==> src/dcc_pkg.sv <==
// package: register map, field positions and reset values of the dual counter capture block
package dcc_pkg;
  // register indices (printed offsets are not all multiples of four)
  localparam logic [3:0] IDX_NARROW_CTRL = 4'h0;
  localparam logic [3:0] IDX_COMMON_CTRL = 4'h1;
  localparam logic [3:0] IDX_WIDE_CTRL = 4'h2;
  localparam logic [3:0] IDX_NARROW_INIT = 4'h3;
  localparam logic [3:0] IDX_WIDE_INIT_LO = 4'h4;
  localparam logic [3:0] IDX_IRQ_STATUS = 4'h5;
  localparam logic [3:0] IDX_IRQ_MASK = 4'h6;
  localparam logic [3:0] IDX_WIDE_HOLD = 4'h7;
  localparam logic [3:0] IDX_WIDE_CAP_LO = 4'h8;
  localparam logic [3:0] IDX_WIDE_CAP_HI = 4'h9;
  localparam logic [3:0] IDX_NARROW_CAP_LO = 4'hA;
  localparam logic [3:0] IDX_NARROW_CAP_HI = 4'hB;
  // common control fields
  localparam int CC_MODE = 7;
  localparam int CC_PIN = 6;
  localparam int CC_LOGIC_HI = 5;
  localparam int CC_LOGIC_LO = 4;
  // wide control fields
  localparam int WC_RUN = 7;
  localparam int WC_SINGLE = 6;
  localparam int WC_TIMEOUT = 5;
  localparam int WC_PRE_HI = 4;
  localparam int WC_PRE_LO = 3;
  localparam int WC_CAP_MASK = 2;
  localparam int WC_CNT_MASK = 1;
  localparam int WC_ROUTE = 0;
  // narrow control fields
  localparam int NC_RUN = 7;
  localparam int NC_ROUTE = 0;
  // interrupt status/mask bits
  localparam int IRQ_NCAP = 0;
  localparam int IRQ_NTMO = 1;
  localparam int IRQ_WCAP = 2;
  localparam int IRQ_WTMO = 3;
  // reset values
  localparam logic [7:0] RST_BYTE = 8'h00;
  localparam logic [7:0] NARROW_RELOAD = 8'hFF;
  // edge select codes in demodulation mode
  localparam logic [1:0] EDGE_FALL = 2'h0;
  localparam logic [1:0] EDGE_RISE = 2'h1;
  localparam logic [1:0] EDGE_BOTH = 2'h2;
  // counter state carried together
  typedef struct packed {
    logic [7:0] narrow;
    logic [15:0] wide;
  } dcc_count_t;
endpackage

==> src/dcc_top.sv <==
// dual counter capture block: apb registers, two counters, edge capture and interrupts
`timescale 1ns/10ps
module dcc_top (
  input wire logic pclk, // system clock
  input wire logic presetn, // async reset, active low
  input wire logic psel, // apb select
  input wire logic penable, // apb access phase
  input wire logic pwrite, // apb direction
  input wire logic [7:0] paddr, // apb byte address
  input wire logic [31:0] pwdata, // apb write data
  output logic [31:0] prdata, // apb read data
  output logic pready, // apb ready
  output logic pslverr, // apb error
  input wire logic demod_in_a, // demodulator input, pin select 0
  input wire logic demod_in_b, // demodulator input, pin select 1
  input wire logic narrow_port_value, // ordinary port value for narrow pin
  input wire logic wide_port_value, // ordinary port value for wide pin
  input wire logic combined_port_value, // ordinary port value for combined pin
  output logic narrow_output_pin, // narrow pin level
  output logic wide_output_pin, // wide pin level
  output logic combined_output_pin, // combined pin level
  output logic irq // level interrupt
);
  logic [7:0] narrow_ctrl_q, common_ctrl_q, wide_ctrl_q, narrow_init_q, wide_init_lo_q;
  logic [7:0] wide_reload_upper_hold_q, irq_mask_q, irq_status_q;
  logic [7:0] ncap_lo_q, ncap_hi_q, wcap_lo_q, wcap_hi_q;
  logic wide_timeout_q, narrow_tog_q, wide_tog_q;
  dcc_pkg::dcc_count_t cnt_q;
  logic [2:0] pre_q;
  logic [1:0] ina_q, inb_q;
  logic in_prev_q;
  logic [3:0] idx;
  logic mapped, wr_en, rd_en;
  logic demod_in, demod_mode, rise, fall, edge_hit;
  logic narrow_tmo, wide_tmo, wide_tick, wide_edge, wide_run;
  logic [1:0] edge_sel, psel_code;
  logic [3:0] events;

  // apb decode: word aligned, index = byte address / 4
  assign idx = paddr[5:2];
  assign mapped = (paddr[7:6] == 2'h0) && (paddr[1:0] == 2'h0) && (idx <= dcc_pkg::IDX_NARROW_CAP_HI);
  assign wr_en = psel && penable && pwrite && mapped;
  assign rd_en = psel && penable && !pwrite;
  assign pready = 1'b1;
  assign pslverr = psel && penable && !mapped;

  // input pins pass two flops
  always_ff @(posedge pclk or negedge presetn) begin
    if (!presetn) begin
      ina_q <= 2'h0;
      inb_q <= 2'h0;
    end else begin
      ina_q <= {ina_q[0], demod_in_a};
      inb_q <= {inb_q[0], demod_in_b};
    end
  end

  // demodulator input and edge detection
  assign demod_mode = common_ctrl_q[dcc_pkg::CC_MODE];
  assign demod_in = common_ctrl_q[dcc_pkg::CC_PIN] ? inb_q[1] : ina_q[1];
  assign edge_sel = common_ctrl_q[dcc_pkg::CC_LOGIC_HI:dcc_pkg::CC_LOGIC_LO];
  assign rise = demod_in && !in_prev_q;
  assign fall = !demod_in && in_prev_q;
  always_comb begin
    case (edge_sel)
      dcc_pkg::EDGE_FALL: edge_hit = fall;
      dcc_pkg::EDGE_RISE: edge_hit = rise;
      dcc_pkg::EDGE_BOTH: edge_hit = rise || fall;
      default: edge_hit = 1'b0;
    endcase
  end

  always_ff @(posedge pclk or negedge presetn) begin
    if (!presetn) begin
      in_prev_q <= 1'b0;
    end else begin
      in_prev_q <= demod_in;
    end
  end

  // control registers written by software
  always_ff @(posedge pclk or negedge presetn) begin
    if (!presetn) begin
      narrow_ctrl_q <= dcc_pkg::RST_BYTE;
      common_ctrl_q <= dcc_pkg::RST_BYTE;
      wide_ctrl_q <= dcc_pkg::RST_BYTE;
      narrow_init_q <= dcc_pkg::NARROW_RELOAD;
      wide_init_lo_q <= dcc_pkg::RST_BYTE;
      wide_reload_upper_hold_q <= dcc_pkg::RST_BYTE;
      irq_mask_q <= dcc_pkg::RST_BYTE;
    end else if (wr_en) begin
      case (idx)
        dcc_pkg::IDX_NARROW_CTRL: narrow_ctrl_q <= pwdata[7:0];
        dcc_pkg::IDX_COMMON_CTRL: common_ctrl_q <= pwdata[7:0];
        dcc_pkg::IDX_WIDE_CTRL: wide_ctrl_q <= pwdata[7:0];
        dcc_pkg::IDX_NARROW_INIT: narrow_init_q <= pwdata[7:0];
        dcc_pkg::IDX_WIDE_INIT_LO: wide_init_lo_q <= pwdata[7:0];
        dcc_pkg::IDX_WIDE_HOLD: wide_reload_upper_hold_q <= pwdata[7:0];
        dcc_pkg::IDX_IRQ_MASK: irq_mask_q <= pwdata[7:0];
        default: ; // capture registers ignore writes
      endcase
    end
  end

  // wide prescaler: enable pulse every 1,2,4,8 cycles
  assign psel_code = wide_ctrl_q[dcc_pkg::WC_PRE_HI:dcc_pkg::WC_PRE_LO];
  always_ff @(posedge pclk or negedge presetn) begin
    if (!presetn) begin
      pre_q <= 3'h0;
    end else begin
      pre_q <= pre_q + 3'h1;
    end
  end
  always_comb begin
    case (psel_code)
      2'h0: wide_tick = 1'b1;
      2'h1: wide_tick = (pre_q[0] == 1'b1);
      2'h2: wide_tick = (pre_q[1:0] == 2'h3);
      default: wide_tick = (pre_q == 3'h7);
    endcase
  end

  // narrow counter: reloads from init outside demodulation, from FF in demodulation, edge captures
  assign wide_run = wide_ctrl_q[dcc_pkg::WC_RUN];
  assign narrow_tmo = narrow_ctrl_q[dcc_pkg::NC_RUN] && !(demod_mode && edge_hit) && (cnt_q.narrow == 8'h00);
  assign wide_edge = demod_mode && edge_hit && !wide_ctrl_q[dcc_pkg::WC_SINGLE];
  assign wide_tmo = wide_run && wide_tick && !wide_edge && (cnt_q.wide == 16'h0000);

  always_ff @(posedge pclk or negedge presetn) begin
    if (!presetn) begin
      cnt_q.narrow <= dcc_pkg::NARROW_RELOAD;
      narrow_tog_q <= 1'b0;
    end else if (narrow_ctrl_q[dcc_pkg::NC_RUN]) begin
      if (demod_mode && edge_hit) begin
        cnt_q.narrow <= dcc_pkg::NARROW_RELOAD;
      end else if (cnt_q.narrow == 8'h00) begin
        cnt_q.narrow <= demod_mode ? dcc_pkg::NARROW_RELOAD : narrow_init_q;
        narrow_tog_q <= ~narrow_tog_q;
      end else begin
        cnt_q.narrow <= cnt_q.narrow - 8'h01;
      end
    end
  end

  // wide counter: reload from hold and low init
  always_ff @(posedge pclk or negedge presetn) begin
    if (!presetn) begin
      cnt_q.wide <= 16'hFFFF;
      wide_tog_q <= 1'b0;
    end else if (wide_edge) begin
      cnt_q.wide <= {wide_reload_upper_hold_q, wide_init_lo_q};
    end else if (wide_run && wide_tick) begin
      if (cnt_q.wide == 16'h0000) begin
        cnt_q.wide <= {wide_reload_upper_hold_q, wide_init_lo_q};
        wide_tog_q <= ~wide_tog_q;
      end else begin
        cnt_q.wide <= cnt_q.wide - 16'h0001;
      end
    end
  end

  // capture registers: narrow by level, wide by byte
  always_ff @(posedge pclk or negedge presetn) begin
    if (!presetn) begin
      ncap_hi_q <= dcc_pkg::RST_BYTE;
      ncap_lo_q <= dcc_pkg::RST_BYTE;
      wcap_hi_q <= dcc_pkg::RST_BYTE;
      wcap_lo_q <= dcc_pkg::RST_BYTE;
    end else if (demod_mode && edge_hit) begin
      if (fall) begin
        ncap_hi_q <= ~cnt_q.narrow; // counts elapsed while high
      end else begin
        ncap_lo_q <= ~cnt_q.narrow; // counts elapsed while low
      end
      if (wide_edge) begin
        wcap_hi_q <= cnt_q.wide[15:8];
        wcap_lo_q <= cnt_q.wide[7:0];
      end
    end
  end

  // sticky status: set wins over write-one clear
  assign events[dcc_pkg::IRQ_NCAP] = demod_mode && edge_hit && narrow_ctrl_q[dcc_pkg::NC_RUN];
  assign events[dcc_pkg::IRQ_NTMO] = narrow_tmo;
  assign events[dcc_pkg::IRQ_WCAP] = wide_edge;
  assign events[dcc_pkg::IRQ_WTMO] = wide_tmo;
  always_ff @(posedge pclk or negedge presetn) begin
    if (!presetn) begin
      irq_status_q <= dcc_pkg::RST_BYTE;
    end else begin
      irq_status_q <= ((wr_en && idx == dcc_pkg::IDX_IRQ_STATUS) ? irq_status_q & ~pwdata[7:0] : irq_status_q)
        | {4'h0, events};
    end
  end

  // wide timeout flag in its control register
  always_ff @(posedge pclk or negedge presetn) begin
    if (!presetn) begin
      wide_timeout_q <= 1'b0;
    end else if (wide_tmo) begin
      wide_timeout_q <= 1'b1;
    end else if (wr_en && idx == dcc_pkg::IDX_WIDE_CTRL && pwdata[dcc_pkg::WC_TIMEOUT]) begin
      wide_timeout_q <= 1'b0;
    end
  end

  // interrupt: narrow capture via wide control mask, narrow timeout via counter mask
  assign irq = (irq_status_q[dcc_pkg::IRQ_NCAP] && irq_mask_q[dcc_pkg::IRQ_NCAP]
                && wide_ctrl_q[dcc_pkg::WC_CAP_MASK])
    || (irq_status_q[dcc_pkg::IRQ_NTMO] && irq_mask_q[dcc_pkg::IRQ_NTMO]
        && wide_ctrl_q[dcc_pkg::WC_CNT_MASK])
    || (irq_status_q[dcc_pkg::IRQ_WCAP] && irq_mask_q[dcc_pkg::IRQ_WCAP])
    || (irq_status_q[dcc_pkg::IRQ_WTMO] && irq_mask_q[dcc_pkg::IRQ_WTMO]);

  // pin routing
  always_ff @(posedge pclk or negedge presetn) begin
    if (!presetn) begin
      narrow_output_pin <= 1'b0;
      wide_output_pin <= 1'b0;
      combined_output_pin <= 1'b0;
    end else begin
      narrow_output_pin <= narrow_ctrl_q[dcc_pkg::NC_ROUTE] ? narrow_tog_q : narrow_port_value;
      wide_output_pin <= wide_ctrl_q[dcc_pkg::WC_ROUTE] ? wide_tog_q : wide_port_value;
      combined_output_pin <= (!demod_mode && common_ctrl_q[dcc_pkg::CC_PIN])
        ? (narrow_tog_q & wide_tog_q) : combined_port_value;
    end
  end

  // read mux; zero-latency apb read
  always_comb begin
    prdata = 32'h0000_0000;
    if (rd_en && mapped) begin
      case (idx)
        dcc_pkg::IDX_NARROW_CTRL: prdata[7:0] = narrow_ctrl_q;
        dcc_pkg::IDX_COMMON_CTRL: prdata[7:0] = common_ctrl_q;
        dcc_pkg::IDX_WIDE_CTRL: prdata[7:0] = {wide_ctrl_q[7:6], wide_timeout_q, wide_ctrl_q[4:0]};
        dcc_pkg::IDX_NARROW_INIT: prdata[7:0] = narrow_init_q;
        dcc_pkg::IDX_WIDE_INIT_LO: prdata[7:0] = wide_init_lo_q;
        dcc_pkg::IDX_IRQ_STATUS: prdata[7:0] = irq_status_q;
        dcc_pkg::IDX_IRQ_MASK: prdata[7:0] = irq_mask_q;
        dcc_pkg::IDX_WIDE_HOLD: prdata[7:0] = wide_reload_upper_hold_q;
        dcc_pkg::IDX_WIDE_CAP_LO: prdata[7:0] = wcap_lo_q;
        dcc_pkg::IDX_WIDE_CAP_HI: prdata[7:0] = wcap_hi_q;
        dcc_pkg::IDX_NARROW_CAP_LO: prdata[7:0] = ncap_lo_q;
        dcc_pkg::IDX_NARROW_CAP_HI: prdata[7:0] = ncap_hi_q;
        default: prdata = 32'h0000_0000;
      endcase
    end
  end

  a_cap_wr_ignored: assert property (@(posedge pclk) disable iff (!presetn)
    (wr_en && idx == dcc_pkg::IDX_NARROW_CAP_HI && !(demod_mode && edge_hit)) |=> $stable(ncap_hi_q))
    else $error("capture register changed by write");
  a_hold_write: assert property (@(posedge pclk) disable iff (!presetn)
    (wr_en && idx == dcc_pkg::IDX_WIDE_HOLD) |=> wide_reload_upper_hold_q == $past(pwdata[7:0]))
    else $error("hold byte not written");
  a_wide_cap_hi: assert property (@(posedge pclk) disable iff (!presetn)
    wide_edge |=> wcap_hi_q == $past(cnt_q.wide[15:8]))
    else $error("wide capture high byte wrong");
  a_wide_cap_lo: assert property (@(posedge pclk) disable iff (!presetn)
    wide_edge |=> wcap_lo_q == $past(cnt_q.wide[7:0]))
    else $error("wide capture low byte wrong");
  a_narrow_cap_hi: assert property (@(posedge pclk) disable iff (!presetn)
    (demod_mode && edge_hit && fall) |=> ncap_hi_q == ~$past(cnt_q.narrow))
    else $error("high level capture wrong");
  a_narrow_cap_lo: assert property (@(posedge pclk) disable iff (!presetn)
    (demod_mode && edge_hit && rise) |=> ncap_lo_q == ~$past(cnt_q.narrow))
    else $error("low level capture wrong");
  a_edge_ignored: assert property (@(posedge pclk) disable iff (!presetn)
    wide_ctrl_q[dcc_pkg::WC_SINGLE] |-> !wide_edge)
    else $error("wide counter took edge while ignoring");
  a_timeout_flag: assert property (@(posedge pclk) disable iff (!presetn)
    wide_tmo |=> wide_timeout_q ##1 (wide_timeout_q || $past(wr_en)))
    else $error("wide timeout flag not held");
  a_tmo_irq_gate: assert property (@(posedge pclk) disable iff (!presetn)
    (!wide_ctrl_q[dcc_pkg::WC_CNT_MASK] && !irq_mask_q[dcc_pkg::IRQ_NCAP] && !irq_mask_q[dcc_pkg::IRQ_WCAP]
     && !irq_mask_q[dcc_pkg::IRQ_WTMO]) |-> !irq)
    else $error("timeout interrupt while masked");
  a_cap_irq: assert property (@(posedge pclk) disable iff (!presetn)
    (events[dcc_pkg::IRQ_NCAP] && wide_ctrl_q[dcc_pkg::WC_CAP_MASK] && irq_mask_q[dcc_pkg::IRQ_NCAP]
     && !(wr_en && (idx == dcc_pkg::IDX_WIDE_CTRL || idx == dcc_pkg::IDX_IRQ_MASK))) |=> irq)
    else $error("capture interrupt missing");
  a_prescale_div8: assert property (@(posedge pclk) disable iff (!presetn)
    (psel_code == 2'h3 && wide_tick) |=> (!wide_tick || psel_code != 2'h3) [*7])
    else $error("divide by eight wrong");

  // low level capture keeps its value on writes
  a_ncap_lo_wr_ignored: assert property (@(posedge pclk) disable iff (!presetn)
    (wr_en && idx == dcc_pkg::IDX_NARROW_CAP_LO && !(demod_mode && edge_hit)) |=> $stable(ncap_lo_q))
    else $error("low level capture changed by write");

  // wide capture high byte keeps its value on writes
  a_wcap_hi_wr_ignored: assert property (@(posedge pclk) disable iff (!presetn)
    (wr_en && idx == dcc_pkg::IDX_WIDE_CAP_HI && !wide_edge) |=> $stable(wcap_hi_q))
    else $error("wide capture high byte changed by write");

  // wide capture low byte keeps its value on writes
  a_wcap_lo_wr_ignored: assert property (@(posedge pclk) disable iff (!presetn)
    (wr_en && idx == dcc_pkg::IDX_WIDE_CAP_LO && !wide_edge) |=> $stable(wcap_lo_q))
    else $error("wide capture low byte changed by write");

  // common control takes the written byte
  a_common_write: assert property (@(posedge pclk) disable iff (!presetn)
    (wr_en && idx == dcc_pkg::IDX_COMMON_CTRL) |=> common_ctrl_q == $past(pwdata[7:0]))
    else $error("common control not written");

  // hold byte reads back during the access cycle
  a_hold_readback: assert property (@(posedge pclk) disable iff (!presetn)
    (rd_en && mapped && idx == dcc_pkg::IDX_WIDE_HOLD) |-> prdata[7:0] == wide_reload_upper_hold_q)
    else $error("hold byte read back wrong");

  // write one clears the timeout flag when no timeout competes
  a_tmo_flag_clear: assert property (@(posedge pclk) disable iff (!presetn)
    (wr_en && idx == dcc_pkg::IDX_WIDE_CTRL && pwdata[dcc_pkg::WC_TIMEOUT] && !wide_tmo) |=> !wide_timeout_q)
    else $error("timeout flag not cleared");

  // without a write of one the timeout flag stays set
  a_tmo_flag_keep: assert property (@(posedge pclk) disable iff (!presetn)
    (wide_timeout_q && !(wr_en && idx == dcc_pkg::IDX_WIDE_CTRL && pwdata[dcc_pkg::WC_TIMEOUT])) |=> wide_timeout_q)
    else $error("timeout flag lost");

  // narrow pin shows the counter output when routed
  a_narrow_route_cnt: assert property (@(posedge pclk) disable iff (!presetn)
    narrow_ctrl_q[dcc_pkg::NC_ROUTE] |=> narrow_output_pin == $past(narrow_tog_q))
    else $error("narrow pin not counter output");

  // narrow pin shows the port value otherwise
  a_narrow_route_port: assert property (@(posedge pclk) disable iff (!presetn)
    !narrow_ctrl_q[dcc_pkg::NC_ROUTE] |=> narrow_output_pin == $past(narrow_port_value))
    else $error("narrow pin not port value");

  // wide pin shows the counter output when routed
  a_wide_route_cnt: assert property (@(posedge pclk) disable iff (!presetn)
    wide_ctrl_q[dcc_pkg::WC_ROUTE] |=> wide_output_pin == $past(wide_tog_q))
    else $error("wide pin not counter output");

  // wide pin shows the port value otherwise
  a_wide_route_port: assert property (@(posedge pclk) disable iff (!presetn)
    !wide_ctrl_q[dcc_pkg::WC_ROUTE] |=> wide_output_pin == $past(wide_port_value))
    else $error("wide pin not port value");

  // capture mask clear keeps the narrow capture interrupt off
  a_cap_mask_off: assert property (@(posedge pclk) disable iff (!presetn)
    (!wide_ctrl_q[dcc_pkg::WC_CAP_MASK] && irq_mask_q[3:1] == 3'h0) |-> !irq)
    else $error("capture interrupt while disabled");

  // divide by one ticks every cycle
  a_div1_tick: assert property (@(posedge pclk) disable iff (!presetn)
    (psel_code == 2'h0) |-> wide_tick)
    else $error("divide by one wrong");

  // divide by two ticks every other cycle
  a_div2_tick: assert property (@(posedge pclk) disable iff (!presetn)
    (psel_code == 2'h1 && wide_tick) |=> (!wide_tick || psel_code != 2'h1))
    else $error("divide by two wrong");

  // divide by four leaves three idle cycles
  a_div4_tick: assert property (@(posedge pclk) disable iff (!presetn)
    (psel_code == 2'h2 && wide_tick) |=> (!wide_tick || psel_code != 2'h2) [*3])
    else $error("divide by four wrong");

  // narrow timeout always lands in the status register
  a_narrow_tmo_status: assert property (@(posedge pclk) disable iff (!presetn)
    narrow_tmo |=> irq_status_q[dcc_pkg::IRQ_NTMO])
    else $error("narrow timeout not recorded");
endmodule

==> config.mk <==
export PLATFORM = sky130hd
export DESIGN_NAME = dcc_top
export DESIGN_NICKNAME = d
export VERILOG_FILES = /design/src/dcc_pkg.sv /design/src/dcc_top.sv
export SDC_FILE = /design/constraint.sdc
export NUM_CORES = 1
export LEC_CHECK = 0
export BUFFER_PORTS_ARGS = -buffer_cell sky130_fd_sc_hd__buf_4
export CORE_MARGIN = 4
export CORE_UTILIZATION = 35
export DETAILED_ROUTE_END_ITERATION = 12
export PLACE_DENSITY_LB_ADDON = 0.3
export REMOVE_ABC_BUFFERS = 1
export SLEW_MARGIN = 20
export SYNTH_ARGS = -nofsm -noshare
export SYNTH_HDL_FRONTEND = slang
export SYNTH_SLANG_ARGS = --single-unit
==> constraint.sdc <==
create_clock -name pclk -period 4.1 [get_ports pclk]
set_clock_uncertainty 0.2 [all_clocks]
set_input_delay 1.025 -clock pclk [delete_from_list [all_inputs] [get_ports pclk]]
set_output_delay 1.025 -clock pclk [all_outputs]
set_load 0.02 [all_outputs]
# Word-level counts from Yosys, hierarchy flattened
# Index checks and enable logic that the tools add are counted.
dict set report word_totals {
  reg_bits 134
  inputBits 50
  out_inout_bits 38
  wordCells 133
}
dict set report classes {
  n_addsub 3
  n_lt_le_gt_ge 1
  eq_ne 17
  n_mux 17
  bitwise 10
  reduce_logical 61
}
# operator n
set ops {}
lappend ops {{8-bit case mux with 12 select lines} 1}
lappend ops {{16-bit 2-to-1 mux} 3}
lappend ops {{8-bit 2-to-1 mux} 5}
lappend ops {{1-bit logical AND} 28}
lappend ops {{2-bit AND reduction} 10}
lappend ops {{4-bit by 3-bit == test with 1-bit output, second input constant} 4}
lappend ops {{4-bit == test, second input constant} 4}
lappend ops {{16-bit zero test} 1}
lappend ops {{8-bit NOT} 2}
lappend ops {{16-bit by 1-bit subtractor with 16-bit output, second input constant} 1}
lappend ops {{8-bit bitwise AND} 1}
lappend ops {{4-bit by 2-bit == test with 1-bit output, second input constant} 2}
lappend ops {{1-bit zero test} 8}
lappend ops {{2-bit zero test} 4}
lappend ops {{8-bit zero test} 1}
lappend ops {{8-bit by 4-bit OR with 8-bit output} 1}
lappend ops {{8-bit by 1-bit subtractor with 8-bit output, second input constant} 1}
lappend ops {{2-bit == test, second input constant} 3}
lappend ops {{1-bit 2-to-1 mux} 6}
lappend ops {{1-bit case mux with 3 select lines} 2}
lappend ops {{3-bit AND reduction} 2}
lappend ops {{1-bit NOT} 5}
lappend ops {{2-bit by 1-bit == test with 1-bit output, second input constant} 2}
lappend ops {{4-bit by 1-bit == test with 1-bit output, second input constant} 1}
lappend ops {{other kinds (7)} 11}

# Longest topological paths before layout
# Gate-level depths: netlist of run 1.
dict set report logic_depth {
  ltp_word 11
  mapped_depth 10
  depth_no_buf 8
}

# Least setup slack after synthesis of run 1
# Ideal clock, no wire load.
dict set report synth_timing {
  path_type {input to output}
  from {input paddr[3]}
  to {output prdata[0]}
  arrival_ns 2.658
  required_time_ns 2.875
  setup_slack_ns 0.217
  stages 7
  path_buffers 2
  path_cell_list {clkbuf_1 > clkbuf_1 > inv_1 > o2bb2ai_1 > a32oi_1 > or2_2 > a21oi_1}
}
dict set report synth_via {
  elab_chain_cells 4
  elab_cells_between_ends 17
  classes_between {1 x order compare; 11 x eq/ne; 2 x mux; 3 x reduce/logical}
}
# element line_no
set synth_rtl {}
lappend synth_rtl {{from (decl)} dcc_top.sv:9} ;# input wire logic [7:0] paddr,
lappend synth_rtl {{4-bit less-or-equal comparator} dcc_top.sv:41} ;# assign mapped = (paddr[7:6] == 2'h0) && (paddr[1:0] == 2'h0) && (idx <= dcc_pkg::IDX_NARROW_CAP_HI);
lappend synth_rtl {{1-bit logical AND} dcc_top.sv:41}
lappend synth_rtl {{1-bit logical AND} dcc_top.sv:232} ;# if (rd_en && mapped) begin
lappend synth_rtl {{8-bit 2-to-1 mux *} dcc_top.sv:232}
lappend synth_rtl {{to (decl)} dcc_top.sv:11} ;# output logic [31:0] prdata,
# Every way passes the cells marked *; elsewhere a longest branch is shown, timed or not.

# Worst setup path in the final report of run 1
dict set report layout_timing {
  from {input paddr[7]}
  to {output prdata[3]}
}
dict set report layout_via {
  elab_chain_cells 5
}
# element line_no
set layout_rtl {}
lappend layout_rtl {{2-bit zero test} dcc_top.sv:41}
lappend layout_rtl {{1-bit logical AND (2 in a row)} dcc_top.sv:41}
lappend layout_rtl {{1-bit logical AND} dcc_top.sv:232}
lappend layout_rtl {{8-bit 2-to-1 mux} dcc_top.sv:232}
# No other way between the ends.

==> out/results.ini, run 1 <==
[cts]
cts_tree = built
cts_sinks = 133
htreeDepth = 4
cts_setup_buffers = 0
cts_root_buffer = clkbuf_16
clkSlewWorstSetupHoldPaths_ns = 0.06
cts_buffer_depth = 2
cts_buffers = 17
insertion_delay_ns = 0.42

[critical_path]
worst_path_dominant_cell_family = simple AND/OR/NAND/NOR gates
end_kind = output pin
required_ns = 2.87
path_cells = buf_4 > or4_4 > a21o_1 > or3_4 > a31oi_1 > buf_4
crit_buf_inv = 2
critPathMaxStageDelay_ns = 0.53
r2r-end = cnt_q[9]$_DFFE_PN1P_
worst_path_max_delay_cell = or4_4
path_class = in -> out
r2r_cells = 8
arrival_ns = 2.76
startpoint_type = input port
crit_fanout = 6
critPathMostFrequentCell = buf_4
regToRegSetupSlack_ns = 1.30
r2r-start = common_ctrl_q[6]$_DFFE_PN0P_

[worst_hold_path]
hold_end = ina_q[1]$_DFF_PN0_
hold_path_class = reg -> reg
hold_depth = 0
min_from = ina_q[0]$_DFF_PN0_

[flow_run]
cap_violations = 0

[final_layout]
drive_gt1_share_pct = 27.75
syn_to_final_growth_pct = 17.11
regArea_sq_um = 3368
final_cell_area_sq_um = 8187
fin_nets = 762
fill_cells = 1891
antenna-diode-count = 0
multi_input_area_sq_um = 3328

[synthesis]
synthFlopType = dfrtp_1
synth_edf_count = 0
synth_top_area_cell = dfrtp_1
yosys-top-cells-count = 101 x dfrtp_1, 93 x nand2_1, 54 x mux2_2
syn_area_per_cell_sq_um = 10.54
synth_seq_cells = 133
async_reset_ff_share_pct = 100.0
synth_cell_types = 68
synthesis.area_sq_um = 6990
yosys_warnings = 0
synth_most_common_cell = dfrtp_1
synth_area_leaders = dfrtp_1 36%, dfstp_2 12%, mux2_2 8.7%, nand2_1 5.0%, o21ai_0 2.9%
synth_top_area_share_pct = 36.16
syn_inst = 663
synth-seq-area-share_pct = 48.18

[sta]
rsz0062_at_grt = no
final_hold_viol_count = 0
maxSlewHeadroom_pct = 30.38
post-route-min-period_ns = 3.981
setup_viol = 0
worstMarginPinSlew_ns = 1.040
drv_slew = 0
tns_ns = 0
max_freq_mhz = 251.2
period_share_pct = 97.09

[placement]
io_buffer_count = 38
gp_congestion = 0.9599
dpl_cell_area_sq_um = 7511
dpl.hpwl_um = 14400

[floorplanning]
dieHeight_um = 149.3
start_util_pct = 35.80
die_w_um = 149.3
die_area_sq_um = 22300
rows = 51
core_sq_um = 19530
ios = 88

[global_routing]
antenna_found_initial = 0
grt_start_max_net_pins = 89
first_global_vias = 5403
grt_pass1_wl_um = 31130
grt.total_usage_pct = 18.55
grt_overflow = 0

[pwr]
switching_power_mw = 1.234
leakage_nw = 3.621
pwr-share-clk_pct = 40.8
seqPwrFrac_pct = 39.7
internal-power_mw = 2.940
irDropWorstVdd_mv = 0.2601
p_comb_share_pct = 19.5
swShare_pct = 29.57
power_density_nw_per_um2 = 509.9

[route]
route.met3.wl_um = 1098
drc_errors = 0
ant_nets = 0
avgViaCountPerCell = 5.511
topRoutingLayerUsed = met4
wl_per_cell_um = 20.33
drt_iter0_drc = 575
wl_met2_um = 9565
finalWirelength_um = 19970
via_count = 5412
met1_length_um = 8749
first_pass_iters = 5

[status]
outcome = complete, no violations

power by group through the flow:
stage | clock (mW) | sequential (mW) | combinational [mW]
floorplan | 0 | 1.62 | 0.585
global placement | 0 | 1.67 | 0.794
detailed placement | 0 | 1.68 | 0.809
CTS | 1.72 | 1.66 | 0.814
global route | 1.79 | 1.68 | 0.913
finish | 1.70 | 1.66 | 0.813
worst max-delay path by stage:
stage / startpoint / endpoint / cells after the start
final: paddr[7] / prdata[3] / 6
after detailed placement: paddr[7] / prdata[3] / 6
after global routing: paddr[7] / prdata[3] / 6
after global placement: paddr[7] / prdata[3] / 6
after floorplan: paddr[7] / prdata[3] / 4
after CTS: paddr[7] / prdata[3] / 6
kinds of logic after synthesis:
group,count (synthesis),share of synthesized area [%]
compound gates,166,16.56
xor+xnor,2,0.2506
fa+ha+maj,8,1.432
buf+inv,76,5.566
flops,133,48.18
mux,82,14.55
other cells,2,0.1074
simple gates,194,13.35
registers in the layout, summed over array words and instances (netlist names):
signal                    cells
cnt_q                        24
combined_output_pin           1
common_ctrl_q                 8
in_prev_q                     1
ina_q                         2
inb_q                         2
irq_mask_q                    8
irq_status_q                  8
narrow_ctrl_q                 8
narrow_init_q                 8
narrow_output_pin             1
narrow_tog_q                  1
ncap_hi_q                     8
ncap_lo_q                     8
pre_q                         3
wcap_hi_q                     8
wcap_lo_q                     8
wide_ctrl_q                   7
wide_init_lo_q                8
wide_output_pin               1
wide_reload_upper_hold_q      8
wide_timeout_q                1
wide_tog_q                    1
layer usage:
layer	vias to the layer above	track usage, %
met1	2723	24.45
met2	198	30.12
met3	35	3.586
met5	-	0
met4	0	7.460
li1	2456	-
layout by cell type (no fill, tap or decap), drive strengths merged, types with 9 or more instances in the layout:
cell type  count
a22oi         11
mux2i         12
mux2          63
o21ai         43
dfrtp        101
conb          25
clkbuf        20
buf           54
nand3         16
inv           20
nand2         93
dfstp         32
a211oi        12
o2bb2ai        9
nor2          33
a21oi         22
worst reg2reg max path: stages, from the launching register on:
cell      delay, ns
dfrtp_1        0.44
mux2i_1        0.26
inv_1          0.08
ha_1           0.27
nand2b_1       0.12
a21o_1         0.23
a21oi_2        0.09
a21oi_1        0.75
o32a_1         0.31
repair_timing:
| item | CTS | global route |
|---|---|---|
| hold buffers | 0 | 0 |
| endpoints found under the setup margin | 0 | 4 |
| resized for setup | 0 | 2 |
layout make-up:
cell class | instances | area share (%)
multi-input cells | 477 | 40.65
well taps | 265 | 4.050
flip-flops and latches | 133 | 41.14
repair buffers | 54 | 5.044
clock buffers | 20 | 5.701
inverters | 21 | 0.9629
clock inverters | 12 | 2.445
through the flow:
stage / total power [mW] / util (%) / hold WS (ns) / setup slack [ns] / std cells
4_1_cts: 4.194 / 41.88 / 0.1559 / 0.01401 / 982
3_3_place_gp: 2.463 / 38.47 / 0.1371 / 0.05176 / 950
5_1_grt: 4.384 / 41.93 / 0.1658 / 0.08142 / 982
6_report: 4.174 / 41.93 / 0.1524 / 0.1195 / 982
2_1_floorplan: 2.202 / - / 0.1312 / 0.2707 / 631
3_5_place_dp: 2.485 / 38.47 / 0.1428 / 0.02404 / 950
Power figures use the tool's default switching activity.
==> inputs of run 2 (changes only) <==
Settings changed: SETUP_SLACK_MARGIN from default to 0.15.
==> out/results.ini, run 2 (synthesis results as in run 1) <==
[status]
outcome = complete, no violations

[floorplanning]
dieHeight_um = 149.3  ; unchanged
core_sq_um = 19530  ; unchanged
ios = 88  ; unchanged
die_area_sq_um = 22300  ; unchanged
rows = 51  ; unchanged
start_util_pct = 35.80  ; unchanged
die_w_um = 149.3  ; unchanged

[pwr]
leakage_nw = 3.629  ; +0.22%
power_density_nw_per_um2 = 506.8  ; -0.60%
irDropWorstVdd_mv = 0.2616  ; +0.55%

[critical_path]
crit_fanout = 6  ; unchanged
end_kind = output pin
path_cells = buf_4 > or4_4 > a21o_1 > or3_4 > buf_6 > nor2_4 > buf_6
worst_path_dominant_cell_family = simple AND/OR/NAND/NOR gates
r2r-start = common_ctrl_q[6]$_DFFE_PN0P_
critPathMaxStageDelay_ns = 0.53  ; about the same
arrival_ns = 2.72  ; -0.04 ns
required_ns = 2.87  ; about the same
critPathMostFrequentCell = buf_6
worst_path_max_delay_cell = or4_4
startpoint_type = input port
path_class = in -> out
crit_start = paddr[7]
crit_buf_inv = 3  ; +1

[sta]
setup_viol = 0  ; unchanged
worstMarginPinSlew_ns = 1.036  ; -0.003669 ns
max_freq_mhz = 253.2  ; +0.78%
maxSlewHeadroom_pct = 30.63  ; +0.25 points
period_share_pct = 96.34  ; -0.75 points
drv_slew = 0  ; unchanged
tns_ns = 0  ; unchanged
final_hold_viol_count = 0  ; unchanged
post-route-min-period_ns = 3.950  ; -0.03070 ns
rsz0062_at_grt = yes

[route]
ant_nets = 0  ; unchanged
drt_iter0_drc = 569  ; -1.0%
finalWirelength_um = 20100  ; +0.66%
first_pass_iters = 6  ; +1
avgViaCountPerCell = 5.566  ; +1.0%
wl_per_cell_um = 20.47  ; +0.66%
drc_errors = 0  ; unchanged
via_count = 5466  ; +1.0%

[global_routing]
antenna_found_initial = 0  ; unchanged
grt_overflow = 0  ; unchanged
first_global_vias = 5414  ; +0.20%
grt_pass1_wl_um = 31170  ; +0.13%
grt.total_usage_pct = 18.57  ; +0.026 points
grt_start_max_net_pins = 89  ; unchanged

[cts]
cts_tree = built
cts_setup_buffers = 0  ; unchanged
cts_hold_repair.buffers = 0  ; unchanged
cts_sinks = 133  ; unchanged
clkSlewWorstSetupHoldPaths_ns = 0.06  ; about the same
cts_root_buffer = clkbuf_16
htreeDepth = 4  ; unchanged
cts_buffers = 17  ; unchanged
cts_buffer_depth = 2  ; unchanged
insertion_delay_ns = 0.42  ; about the same

[placement]
dp.cells = 950  ; unchanged
dpl.hpwl_um = 14400  ; unchanged
io_buffer_count = 38  ; unchanged
gp_congestion = 0.9599  ; unchanged

[final_layout]
syn_to_final_growth_pct = 18.04
top_register = cnt_q
antenna-diode-count = 0  ; unchanged
drive_gt1_share_pct = 28.59  ; +0.84 points
mostFrequentLayoutCells = 101 x dfrtp_1, 93 x nand2_1, 54 x mux2_2
fin_nets = 762  ; unchanged
instances_no_fill = 982  ; unchanged
post-route-util_pct = 42.26  ; +0.33 points
layout_commonest_cell = dfrtp_1
largest_reg_flops = 24  ; unchanged

[flow_run]
cap_violations = 0  ; unchanged

[worst_hold_path]
hold_path_class = reg -> reg
min_from = ina_q[0]$_DFF_PN0_

-- run 2: power by group --
part	total, mW	internal [mW]	switching [mW]
Clock	1.71	1.13	0.582
Sequential	1.66	1.50	0.162
Combinational	0.816	0.318	0.498
-- run 2: cell type report --
cell class | instances | area, sq um
clock buffers | 20 | 466.7
clock inverters | 12 | 200.2
fillers | 1880 | 11270
inverters | 21 | 78.83
multi-input cells | 477 | 3378
flip-flops and latches | 133 | 3368
well taps | 265 | 331.6
repair buffers | 54 | 427.9
-- run 2: worst paths after layout --
check	cells after the start	slack, ns	to
min	0	0.15	ina_q[1]$_DFF_PN0_
max reg2reg	8	1.28	cnt_q[9]$_DFFE_PN1P_
max	7	0.15	prdata[1]
min in group asynchronous	1	0.46	ina_q[0]$_DFF_PN0_
min reg2reg	0	0.15	ina_q[1]$_DFF_PN0_
max in group asynchronous	2	2.40	cnt_q[17]$_DFFE_PN1P_
-- run 2: stage by stage --
stage          instance area, sq um  power (mW)  hold WS, ns  worst slack, ns
3_3_place_gp                   7511       2.463       0.1371          0.05176
4_1_cts                        8193       4.195       0.1559           0.1557
5_1_grt                        8252       4.386       0.1658           0.1209
2_1_floorplan                  6766       2.202       0.1312           0.2707
6_report                       8252       4.182       0.1525           0.1502
3_5_place_dp                   7511       2.485       0.1428          0.02404
-- run 2: repair_timing --
item / CTS / global route
pin swaps: 0 / 2
resized for setup: 3 / 13
gates cloned: 0 / 0
setup endpoints to repair: 6 / 4
-- run 2: metal layers --
| metal | share of wire, % | track usage (%) | routed length [um] |
|---|---|---|---|
| met2 | 48 | 30.19 | 9622 |
| met1 | 44 | 24.45 | 8788 |
| met5 | 0 | 0 | 0 |
| met3 | 5.9 | 3.586 | 1176 |
| met4 | 2.5 | 7.506 | 510 |
==> inputs of run 3 (changes only) <==
Settings changed: PLACE_DENSITY_LB_ADDON 0.3 to 0.05.
==> out/results.ini, run 3 (synthesis results as in run 1) <==
[critical_path]
end_kind = output pin
path_class = in -> out
crit_fanout = 8  ; +2
startpoint_type = input port
arrival_ns = 2.69  ; -0.03 ns
required_ns = 2.87  ; about the same

[cts]
cts_sinks = 133  ; unchanged
cts_root_buffer = clkbuf_16
htreeDepth = 4  ; unchanged
clkSlewWorstSetupHoldPaths_ns = 0.06  ; about the same
cts_hold_repair.buffers = 0  ; unchanged
insertion_delay_ns = 0.42  ; about the same
cts_tree = built
cts_buffer_depth = 2  ; unchanged
cts_buffers = 17  ; unchanged

[route]
drt_iter0_drc = 301  ; -47%
avgViaCountPerCell = 5.419  ; -2.6%
via_count = 5376  ; -1.6%
wl_per_cell_um = 21.49  ; +5.0%
ant_nets = 0  ; unchanged
drc_errors = 0  ; unchanged
first_pass_iters = 4  ; -2
finalWirelength_um = 21320  ; +6.1%

[final_layout]
final_cell_area_sq_um = 8224  ; -0.33%
multi_input_area_sq_um = 3352  ; -0.78%
antenna-diode-count = 0  ; unchanged
regArea_sq_um = 3368  ; unchanged
fill_cells = 1924  ; +2.3%
syn_to_final_growth_pct = 17.65
fin_nets = 772  ; +1.3%
top_register = cnt_q
mostFrequentLayoutCells = 101 x dfrtp_1, 93 x nand2_1, 62 x buf_4
drive_gt1_share_pct = 29.30  ; +0.71 points
post-route-util_pct = 42.12  ; -0.14 points
largest_reg_flops = 24  ; unchanged
layout_commonest_cell = dfrtp_1

[floorplanning]
dieHeight_um = 149.3  ; unchanged
ios = 88  ; unchanged
die_area_sq_um = 22300  ; unchanged
rows = 51  ; unchanged
core_sq_um = 19530  ; unchanged
start_util_pct = 35.80  ; unchanged
die_w_um = 149.3  ; unchanged

[pwr]
pwr-share-clk_pct = 38.6  ; -2.2 points
seqPwrFrac_pct = 40.5  ; +0.9 points
swShare_pct = 31.81  ; +2.1 points
leakage_nw = 3.639  ; +0.28%
p_comb_share_pct = 21.0  ; +1.5 points
irDropWorstVdd_mv = 0.2601  ; -0.56%
fin_total_pwr_mw = 4.089  ; -2.2%
switching_power_mw = 1.301  ; +4.8%
power_density_nw_per_um2 = 497.2  ; -1.9%
internal-power_mw = 2.788  ; -5.2%

[placement]
dpl_cell_area_sq_um = 7579  ; +0.90%
dpl.hpwl_um = 15600  ; +8.3%
pre_cts_ws_ns = -0.04075  ; -0.06479 ns
io_buffer_count = 38  ; unchanged
gp_congestion = 0.8450  ; -12%

[sta]
period_share_pct = 95.46  ; -0.88 points
max_freq_mhz = 255.5  ; +0.92%
rsz0062_at_grt = yes
setup_viol = 0  ; unchanged
final_hold_viol_count = 0  ; unchanged
worstMarginPinSlew_ns = 0.8310  ; -0.2050 ns
drv_slew = 0  ; unchanged
maxSlewHeadroom_pct = 44.09  ; +13 points
fin_ws_ns = 0.1862  ; +0.03603 ns
post-route-min-period_ns = 3.914  ; -0.03603 ns

[status]
outcome = complete, no violations

[global_routing]
grt_start_max_net_pins = 73  ; -18%
grt_overflow = 0  ; unchanged
antenna_found_initial = 0  ; unchanged
first_global_vias = 5429  ; +0.28%
grt_pass1_wl_um = 33000  ; +5.9%
grt.total_usage_pct = 19.85  ; +1.3 points

[flow_run]
cap_violations = 0  ; unchanged

[worst_hold_path]
hold_path_class = reg -> reg

[run 3: final cells by class]
cell class	instances	area share [%]
Sequential cell	133	40.96
Clock inverter	15	2.191
Tap cell	265	4.032
Clock buffer	17	5.173
Inverter	21	0.9585
Timing Repair Buffer	64	5.933
Multi-Input combinational cell	477	40.76
[run 3: power by group through the flow]
| stage | clock network [mW] | logic [mW] | registers, mW |
|---|---|---|---|
| floorplan | 0 | 0.585 | 1.62 |
| global placement | 0 | 0.841 | 1.67 |
| detailed placement | 0 | 0.852 | 1.67 |
| CTS | 1.61 | 0.855 | 1.65 |
| global route | 1.67 | 0.953 | 1.68 |
| finish | 1.58 | 0.858 | 1.65 |
[run 3: final timing paths]
check,startpoint,end,slack (ns),cells past startpoint
setup / recovery,paddr[7],prdata[5],0.19,6
hold / removal,inb_q[0]$_DFF_PN0_,inb_q[1]$_DFF_PN0_,0.15,0
setup reg to reg,common_ctrl_q[6]$_DFFE_PN0P_,cnt_q[15]$_DFFE_PN1P_,1.33,8
hold reg to reg,inb_q[0]$_DFF_PN0_,inb_q[1]$_DFF_PN0_,0.15,0
max in group asynchronous,presetn,narrow_init_q[3]$_DFFE_PN1P_,2.46,2
min in group asynchronous,presetn,wcap_lo_q[4]$_DFFE_PN0P_,0.43,1
[run 3: timing repair]
item	4_1_cts	5_1_grt
gates resized for setup	2	5
cloned	0	0
endpoints found under the setup margin	8	6
setup buffers	0	1
[run 3: metrics by stage]
step                      setup TNS, ns  instances  hold WS (ns)
after floorplan                       0        631        0.1312
after CTS                             0        991        0.1619
final                                 0        992        0.1549
after global routing                  0        992        0.1734
after detailed placement       -0.06117        959        0.1472
after global placement         -0.04164        959        0.1336
[run 3: worst max-delay path: stages]
cell	delay (ns)
buf_4	0.11
or4_4	0.55
a21o_1	0.19
or3_4	0.47
nor2_2	0.18
buf_4	0.16
[run 3: routing by layer]
metal,global-route usage (%),share of wire (%),vias to the layer above
met5,0,0,-
met2,32.07,48,122
met3,3.950,3.8,21
met4,6.224,1.7,0
li1,-,-,2488
met1,27.00,46,2745
